==> config.mk <==
export PLATFORM = sky130hd
export DESIGN_NAME = edc_top
export DESIGN_NICKNAME = d
export VERILOG_FILES = /design/src/edc_pkg.sv /design/src/edc_engine.sv /design/src/edc_top.sv
export SDC_FILE = /design/constraint.sdc
export NUM_CORES = 1
export LEC_CHECK = 0
export BUFFER_PORTS_ARGS = -buffer_cell sky130_fd_sc_hd__clkbuf_2
export CORE_ASPECT_RATIO = 1.25
export CORE_MARGIN = 2
export CORE_UTILIZATION = 65
export CTS_BUF_LIST = sky130_fd_sc_hd__clkbuf_16
export DETAILED_ROUTE_END_ITERATION = 8
export PLACE_DENSITY = 0.84
export SLEW_MARGIN = 20
export SYNTH_ARGS = -nofsm -noshare
export SYNTH_HDL_FRONTEND = slang
export SYNTH_SLANG_ARGS = --single-unit
==> constraint.sdc <==
create_clock -name core_clk -period 18.4 [get_ports core_clk]
set_clock_uncertainty 0.1 [all_clocks]
set_input_delay 1.84 -clock core_clk [delete_from_list [all_inputs] [get_ports core_clk]]
set_output_delay 1.84 -clock core_clk [all_outputs]
set_load 0.02 [all_outputs]
==> src/edc_pkg.sv <==
package edc_pkg;
	// Core clock rate
	localparam int unsigned CLK_HZ = 10_000_000;
	// Turn-off delay, typical figure
	localparam int unsigned OFF_DELAY_MS = 10;
	localparam int unsigned OFF_DELAY_CYC = OFF_DELAY_MS * (CLK_HZ / 1000);
	localparam int unsigned OFF_CNT_W = 20;
	// Embedded engine period in oscillator cycles
	localparam int unsigned ENG_PERIOD = 511;
	localparam int unsigned ENG_CNT_W = 9;
	// Level code: enable_dim_input fraction in 1/1024 steps
	localparam int unsigned LVL_W = 10;
	localparam logic [LVL_W-1:0] LVL_OFF = 10'h0CD; // about 0.2
	localparam logic [LVL_W-1:0] LVL_DC0 = 10'h148; // 0.32
	localparam logic [LVL_W-1:0] LVL_DC100 = 10'h23D; // 0.56
	localparam logic [LVL_W-1:0] LVL_ON = 10'h266; // about 0.6
	localparam logic [LVL_W-1:0] LVL_SPAN = 10'h0F5; // 0.24
	localparam logic [ENG_CNT_W-1:0] ENG_LAST = 9'h1FE;

	typedef enum logic [2:0] {
		EDC_OFF = 3'b001,
		EDC_DIGITAL = 3'b010,
		EDC_ENGINE = 3'b100
	} edc_mode_t;

	typedef struct packed {
		logic switch_en;
		logic dim_en;
	} edc_drive_t;
endpackage

==> src/edc_engine.sv <==
`timescale 1ns/1ns
module edc_engine (
	input wire logic core_clk,
	input wire logic rst,
	input wire logic run,
	input wire logic osc_tick,
	input wire logic [edc_pkg::ENG_CNT_W-1:0] duty,
	output logic pwm
);
	import edc_pkg::*;

	logic [ENG_CNT_W-1:0] phase;

	always_ff @(posedge core_clk or posedge rst) begin
		if (rst) begin
			phase <= '0;
		end else if (!run) begin
			phase <= '0;
		end else if (osc_tick) begin
			phase <= (phase == ENG_LAST) ? '0 : phase + 1'b1;
		end
	end

	always_ff @(posedge core_clk or posedge rst) begin
		if (rst) begin
			pwm <= 1'b0;
		end else begin
			pwm <= run && (phase < duty);
		end
	end
endmodule

==> src/edc_top.sv <==
`timescale 1ns/1ns
// Overview of operation
// - Level below off threshold reads as low
// - Level above on threshold: digital PWM
// - Mid window runs embedded PWM engine
// - Power off only after full low delay
// - Digital mode: input gates drivers directly
// - Engine duty from level minus 0.32 over 0.24
// - Engine period is 511 oscillator cycles
// - Engine output gates drivers like digital PWM
// - Undriven input defaults to shutdown
module edc_top #(
	parameter int unsigned OFF_CYCLES = edc_pkg::OFF_DELAY_CYC
) (
	input wire logic core_clk,
	input wire logic rst,
	input wire logic [edc_pkg::LVL_W-1:0] enable_dim_input,
	input wire logic dim_freq_capacitor,
	input wire logic internal_supply,
	output logic powered,
	output edc_pkg::edc_mode_t mode,
	output edc_pkg::edc_drive_t drive
);
	import edc_pkg::*;

	function automatic logic [ENG_CNT_W-1:0] duty_of(
		input logic [LVL_W-1:0] lvl
	);
		logic [LVL_W+ENG_CNT_W-1:0] prod;
		prod = '0;
		if (lvl <= LVL_DC0) begin
			duty_of = '0;
		end else if (lvl >= LVL_DC100) begin
			duty_of = ENG_CNT_W'(ENG_PERIOD);
		end else begin
			prod = (LVL_W+ENG_CNT_W)'(lvl - LVL_DC0) *
				(LVL_W+ENG_CNT_W)'(ENG_PERIOD);
			duty_of = ENG_CNT_W'(prod / (LVL_W+ENG_CNT_W)'(LVL_SPAN));
		end
	endfunction

	// Three-stage pin synchronisers; word only used when stages agree
	logic [LVL_W-1:0] lvl_s1, lvl_s2, lvl_s3, lvl;
	logic [2:0] osc_s, sup_s;
	logic osc_prev, osc_tick, sup_ok;

	always_ff @(posedge core_clk or posedge rst) begin
		if (rst) begin
			lvl_s1 <= '0;
			lvl_s2 <= '0;
			lvl_s3 <= '0;
			osc_s <= '0;
			sup_s <= '0;
		end else begin
			lvl_s1 <= enable_dim_input;
			lvl_s2 <= lvl_s1;
			lvl_s3 <= lvl_s2;
			osc_s <= {osc_s[1:0], dim_freq_capacitor};
			sup_s <= {sup_s[1:0], internal_supply};
		end
	end

	// reset and undriven level read as low
	always_ff @(posedge core_clk or posedge rst) begin
		if (rst) begin
			lvl <= '0;
			osc_prev <= 1'b0;
			sup_ok <= 1'b0;
		end else begin
			if (lvl_s2 == lvl_s3) begin
				lvl <= lvl_s3;
			end
			if (osc_s[1] == osc_s[2]) begin
				osc_prev <= osc_s[2];
			end
			if (sup_s[1] == sup_s[2]) begin
				sup_ok <= sup_s[2];
			end
		end
	end

	assign osc_tick = (osc_s[1] == osc_s[2]) && osc_s[2] && !osc_prev;

	logic is_low, is_high;
	assign is_low = lvl < LVL_OFF;
	assign is_high = lvl > LVL_ON;

	logic [OFF_CNT_W-1:0] low_cnt;
	logic low_expired;
	assign low_expired = low_cnt >= OFF_CNT_W'(OFF_CYCLES - 1);
	always_ff @(posedge core_clk or posedge rst) begin
		if (rst) begin
			low_cnt <= '0;
		end else if (!is_low || !powered) begin
			low_cnt <= '0;
		end else if (!low_expired) begin
			low_cnt <= low_cnt + 1'b1;
		end
	end

	// wake only on high with supply up
	always_ff @(posedge core_clk or posedge rst) begin
		if (rst) begin
			powered <= 1'b0;
		end else if (!powered) begin
			powered <= is_high && sup_ok;
		end else if (is_low && low_expired) begin
			powered <= 1'b0;
		end
	end

	edc_mode_t next_mode;
	always_comb begin
		next_mode = mode;
		case (mode)
			EDC_OFF: begin
				if (is_high && sup_ok) begin
					next_mode = EDC_DIGITAL;
				end
			end
			EDC_DIGITAL, EDC_ENGINE: begin
				if (is_low && low_expired) begin
					next_mode = EDC_OFF;
				end else if (!is_low && !is_high) begin
					next_mode = EDC_ENGINE;
				end else if (is_high) begin
					next_mode = EDC_DIGITAL;
				end
			end
			default: begin
				next_mode = EDC_OFF;
			end
		endcase
	end

	always_ff @(posedge core_clk or posedge rst) begin
		if (rst) begin
			mode <= EDC_OFF;
		end else begin
			mode <= next_mode;
		end
	end

	logic [ENG_CNT_W-1:0] duty;
	always_ff @(posedge core_clk or posedge rst) begin
		if (rst) begin
			duty <= '0;
		end else begin
			duty <= duty_of(lvl);
		end
	end

	logic eng_pwm;
	edc_engine u_engine (
		.core_clk(core_clk),
		.rst(rst),
		.run(mode == EDC_ENGINE),
		.osc_tick(osc_tick),
		.duty(duty),
		.pwm(eng_pwm)
	);

	always_ff @(posedge core_clk or posedge rst) begin
		if (rst) begin
			drive <= '0;
		end else begin
			case (mode)
				EDC_DIGITAL: begin
					drive.switch_en <= is_high;
					drive.dim_en <= is_high;
				end
				EDC_ENGINE: begin
					drive.switch_en <= eng_pwm;
					drive.dim_en <= eng_pwm;
				end
				default: begin
					drive <= '0;
				end
			endcase
		end
	end
endmodule

==> metrics.yaml <==
final_layout:
  ff_latch_area_mm2: 0.002303
  drive_gt1_share_pct: 9.656
  layout.nets: 1314
  stdcell_area_mm2: 0.01102
  fillers: 1256
  fin_cells: 1407
  diodes: 0
  multiInputGateArea_mm2: 0.007667
  syn_to_final_growth_pct: 4.698
detailed_routing:
  dr_total_vias: 9115
  via_per_inst: 6.478
  finalWirelength_mm: 24.47
  ant_nets: 0
  drc_errors: 0
  dr.pass1.iters: 5
  drt-initial-drc-count: 574
  wire_per_inst_um: 17.39
floorplanning:
  die_h_um: 146.2
  core_region_area_mm2: 0.01601
  die_w_um: 117.8
  initial_utilization_pct: 65.74
  dieArea_mm2: 0.01723
  io_pins: 20
  fp-row-count: 52
setup_path:
  reg2reg_depth: 48
  path_class: "reg -> reg"
  startpoint_type: "flip-flop"
  cp_data_arrival_time_ps: 16000
  cp_max_fo: 13
  crit_path_frequent_cell: "inv_1"
  critical-path-max-stage-delay_ps: 570
  endpoint_kind: "flip-flop"
  cp.required_ps: 18560
  critical_path.slowest_cell: "or4_4"
timing:
  fin_tns_setup_ps: 0
  setup_viol: 0
  period_needed_ps: 15840
  max_clock_freq_ghz: 0.06315
  relSlewSlack_pct: 36.47
  slew_violations: 0
  tightest_slew_ps: 938.2
  worst_hold_slack_ps: 247.8
  post-route-period-util_pct: 86.06
  hold_violations: 0
  grt_setup_unrepaired: "no"
min_path:
  min_delay_path_depth: 0
  hp-class: "reg -> reg"
placed_design:
  globalplace.congestion: 0.9407
  place_area_mm2: 0.01073
  hpwl_mm: 18.91
  port_buffers: 19
  dp_cells: 1391
synth:
  ys_seq_elements: 92
  seq_area_frac_synth_pct: 21.89
  synthFlopType: "dfrtp_1"
  postSynth.asyncResetShare_pct: 100.0
  synth_fp_nets: 1319
  synth_area_mm2: 0.01052
  syn_inst: 1191
  synth_edf_count: 0
  syn_area_per_cell_um2: 8.834
  synth_cell_type_count: 120
  yosys_warnings: 0
clock_tree:
  post-cts-setup-buffer-count: 0
  cts.repair.resized: 0
  clockRootBuffer: "clkbuf_16"
  clkSinkCount: 92
  clk_pin_slew_worst_paths_ps: 60
  numCtsBuffers: 9
  htree_levels: 3
  cts_tree: "done"
  postCtsHoldBufs: 0
  clkLatencyLatePin_ps: 340
  clock_path_buffers: 2
global_route:
  grt_pass1_vias: 8946
  grt_max_degree: 93
  grt_pass1_wl_mm: 41.14
  grt_overflow: 0
  track_usage_pct: 28.49
  antenna_found_initial: 0
run_status:
  outcome: "finished, final reports clean"
job:
  cap_violations: 0
## metrics by stage
step	util, %	setup slack (ps)
finish	68.82	2565
global route	68.82	1414
CTS	68.80	2721
detailed placement	67.03	2765
global placement	67.03	3178
floorplan	-	4519
## synthesized netlist by cell type (5+ instances only)
cell	instances	area share [%]
nor2_1	79	2.8
nor2b_1	12	0.71
o31ai_1	8	0.57
buf_2	19	0.90
o21ai_0	51	2.4
inv_1	98	3.5
mux2i_1	10	0.95
a221o_1	5	0.48
o22ai_1	7	0.42
ha_1	59	7.0
mux2_2	18	1.9
xor2_1	36	3.0
or4_1	5	0.36
and2_1	12	0.71
a2111oi_0	6	0.50
and3_1	16	0.95
o21a_1	15	1.1
clkbuf_1	14	0.50
o21ai_1	11	0.52
a211o_1	10	0.83
o211a_1	5	0.48
a31oi_1	16	0.95
nor3_1	29	1.4
a21boi_0	5	0.36
a211oi_1	18	1.3
or3_1	12	0.71
a21o_1	15	1.1
o211ai_1	21	1.5
fa_1	55	10
nand2_1	97	3.5
a21oi_1	76	3.6
nand3_1	35	1.7
xnor2_1	47	3.9
dfrtp_1	91	22
nor4_1	7	0.42
nand2b_1	17	1.0
nand4_1	12	0.71
## flip-flops by register name, indices dropped and copies added (netlist names)
| register | count |
|---|---|
| osc_prev | 1 |
| sup_ok | 1 |
| osc_s | 3 |
| duty | 9 |
| drive | 1 |
| lvl_s1 | 10 |
| low_cnt | 20 |
| lvl_s2 | 10 |
| u_engine.pwm | 1 |
| lvl_s3 | 10 |
| u_engine.phase | 9 |
| mode | 3 |
| powered | 1 |
| sup_s | 3 |
| lvl | 10 |
## worst max-delay path, delay by kind of cell (launching register included)
| family | cells | cell delay [ps] |
|---|---|---|
| AOI/OAI and AO/OA | 22 | 6710 |
| xor gates and xnor gates | 2 | 760 |
| adders and majority gates | 7 | 3210 |
| and+or+nand+nor | 6 | 2000 |
| buffers and inverters | 6 | 600 |
| muxes | 5 | 1790 |
| DFF | 1 | 520 |
## per-layer routing
| layer | GRT usage, % | part of all wire [%] | up-vias |
|---|---|---|---|
| met3 | 2.383 | 3.1 | 60 |
| met2 | 52.50 | 53 | 252 |
| met5 | 0 | 0 | - |
| met1 | 34.50 | 41 | 4473 |
| met4 | 10.90 | 3.0 | 0 |
| li1 | - | - | 4330 |
## path summary, 6_finish.rpt
kind                       startpoint   endpoint  slack [ps]
min reg2reg                 lvl_s1[7]  lvl_s2[7]         250
min in group asynchronous         rst   drive[0]        1600
min                         lvl_s1[7]  lvl_s2[7]         250
max in group asynchronous         rst  lvl_s2[3]       16090
max                            lvl[3]    duty[0]        2560
max reg2reg                    lvl[3]    duty[0]        2560
## placed cells by master, fill, tap and decap left out, types with 5 or more instances in the layout
master     synthesis  layout
a2111oi_0          6       6
a211o_1           10      10
a211oi_1          18      18
a21boi_0           5       5
a21o_1            15      15
a21oi_1           76      76
a221o_1            5       5
a31oi_1           16      16
and2_1            12      12
and3_1            16      16
clkbuf_16          0       9
clkbuf_2           1      19
dfrtp_1           91      91
fa_1              55      55
ha_1              59      59
inv_1             98      98
mux2_2            18      18
mux2i_1           10      10
nand2_1           97      97
nand2b_1          17      17
nand3_1           35      35
nand4_1           12      12
nor2_1            79      79
nor2b_1           12      12
nor3_1            29      29
nor4_1             7       7
o211a_1            5       5
o211ai_1          21      21
o21a_1            15      15
o21ai_0           51      51
o21ai_1           11      11
o22ai_1            7       7
o31ai_1            8       8
or3_1             12      12
or4_1              5       5
xnor2_1           47      47
xor2_1            36      36
## layout make-up
class	instances	area share [%]
clock buffers	9	2.045
inverters	98	3.351
repair buffers	22	1.102
flip-flops and latches	92	20.91
well taps	216	2.453
clock inverters	7	0.5338
multi-input cells	963	69.60
## logic make-up after synthesis
group	after synthesis	share of synthesized area, %
xor gates and xnor gates	90	8.098
DFF	92	21.89
buffers and inverters	136	5.232
muxes	33	3.722
AOI/OAI and AO/OA	357	25.37
and+or+nand+nor	365	17.83
adders and majority gates	118	17.86
Power is left out: the tool's default activity adds up to more than one toggle a clock period on the data nets, which glitch-free logic cannot reach.
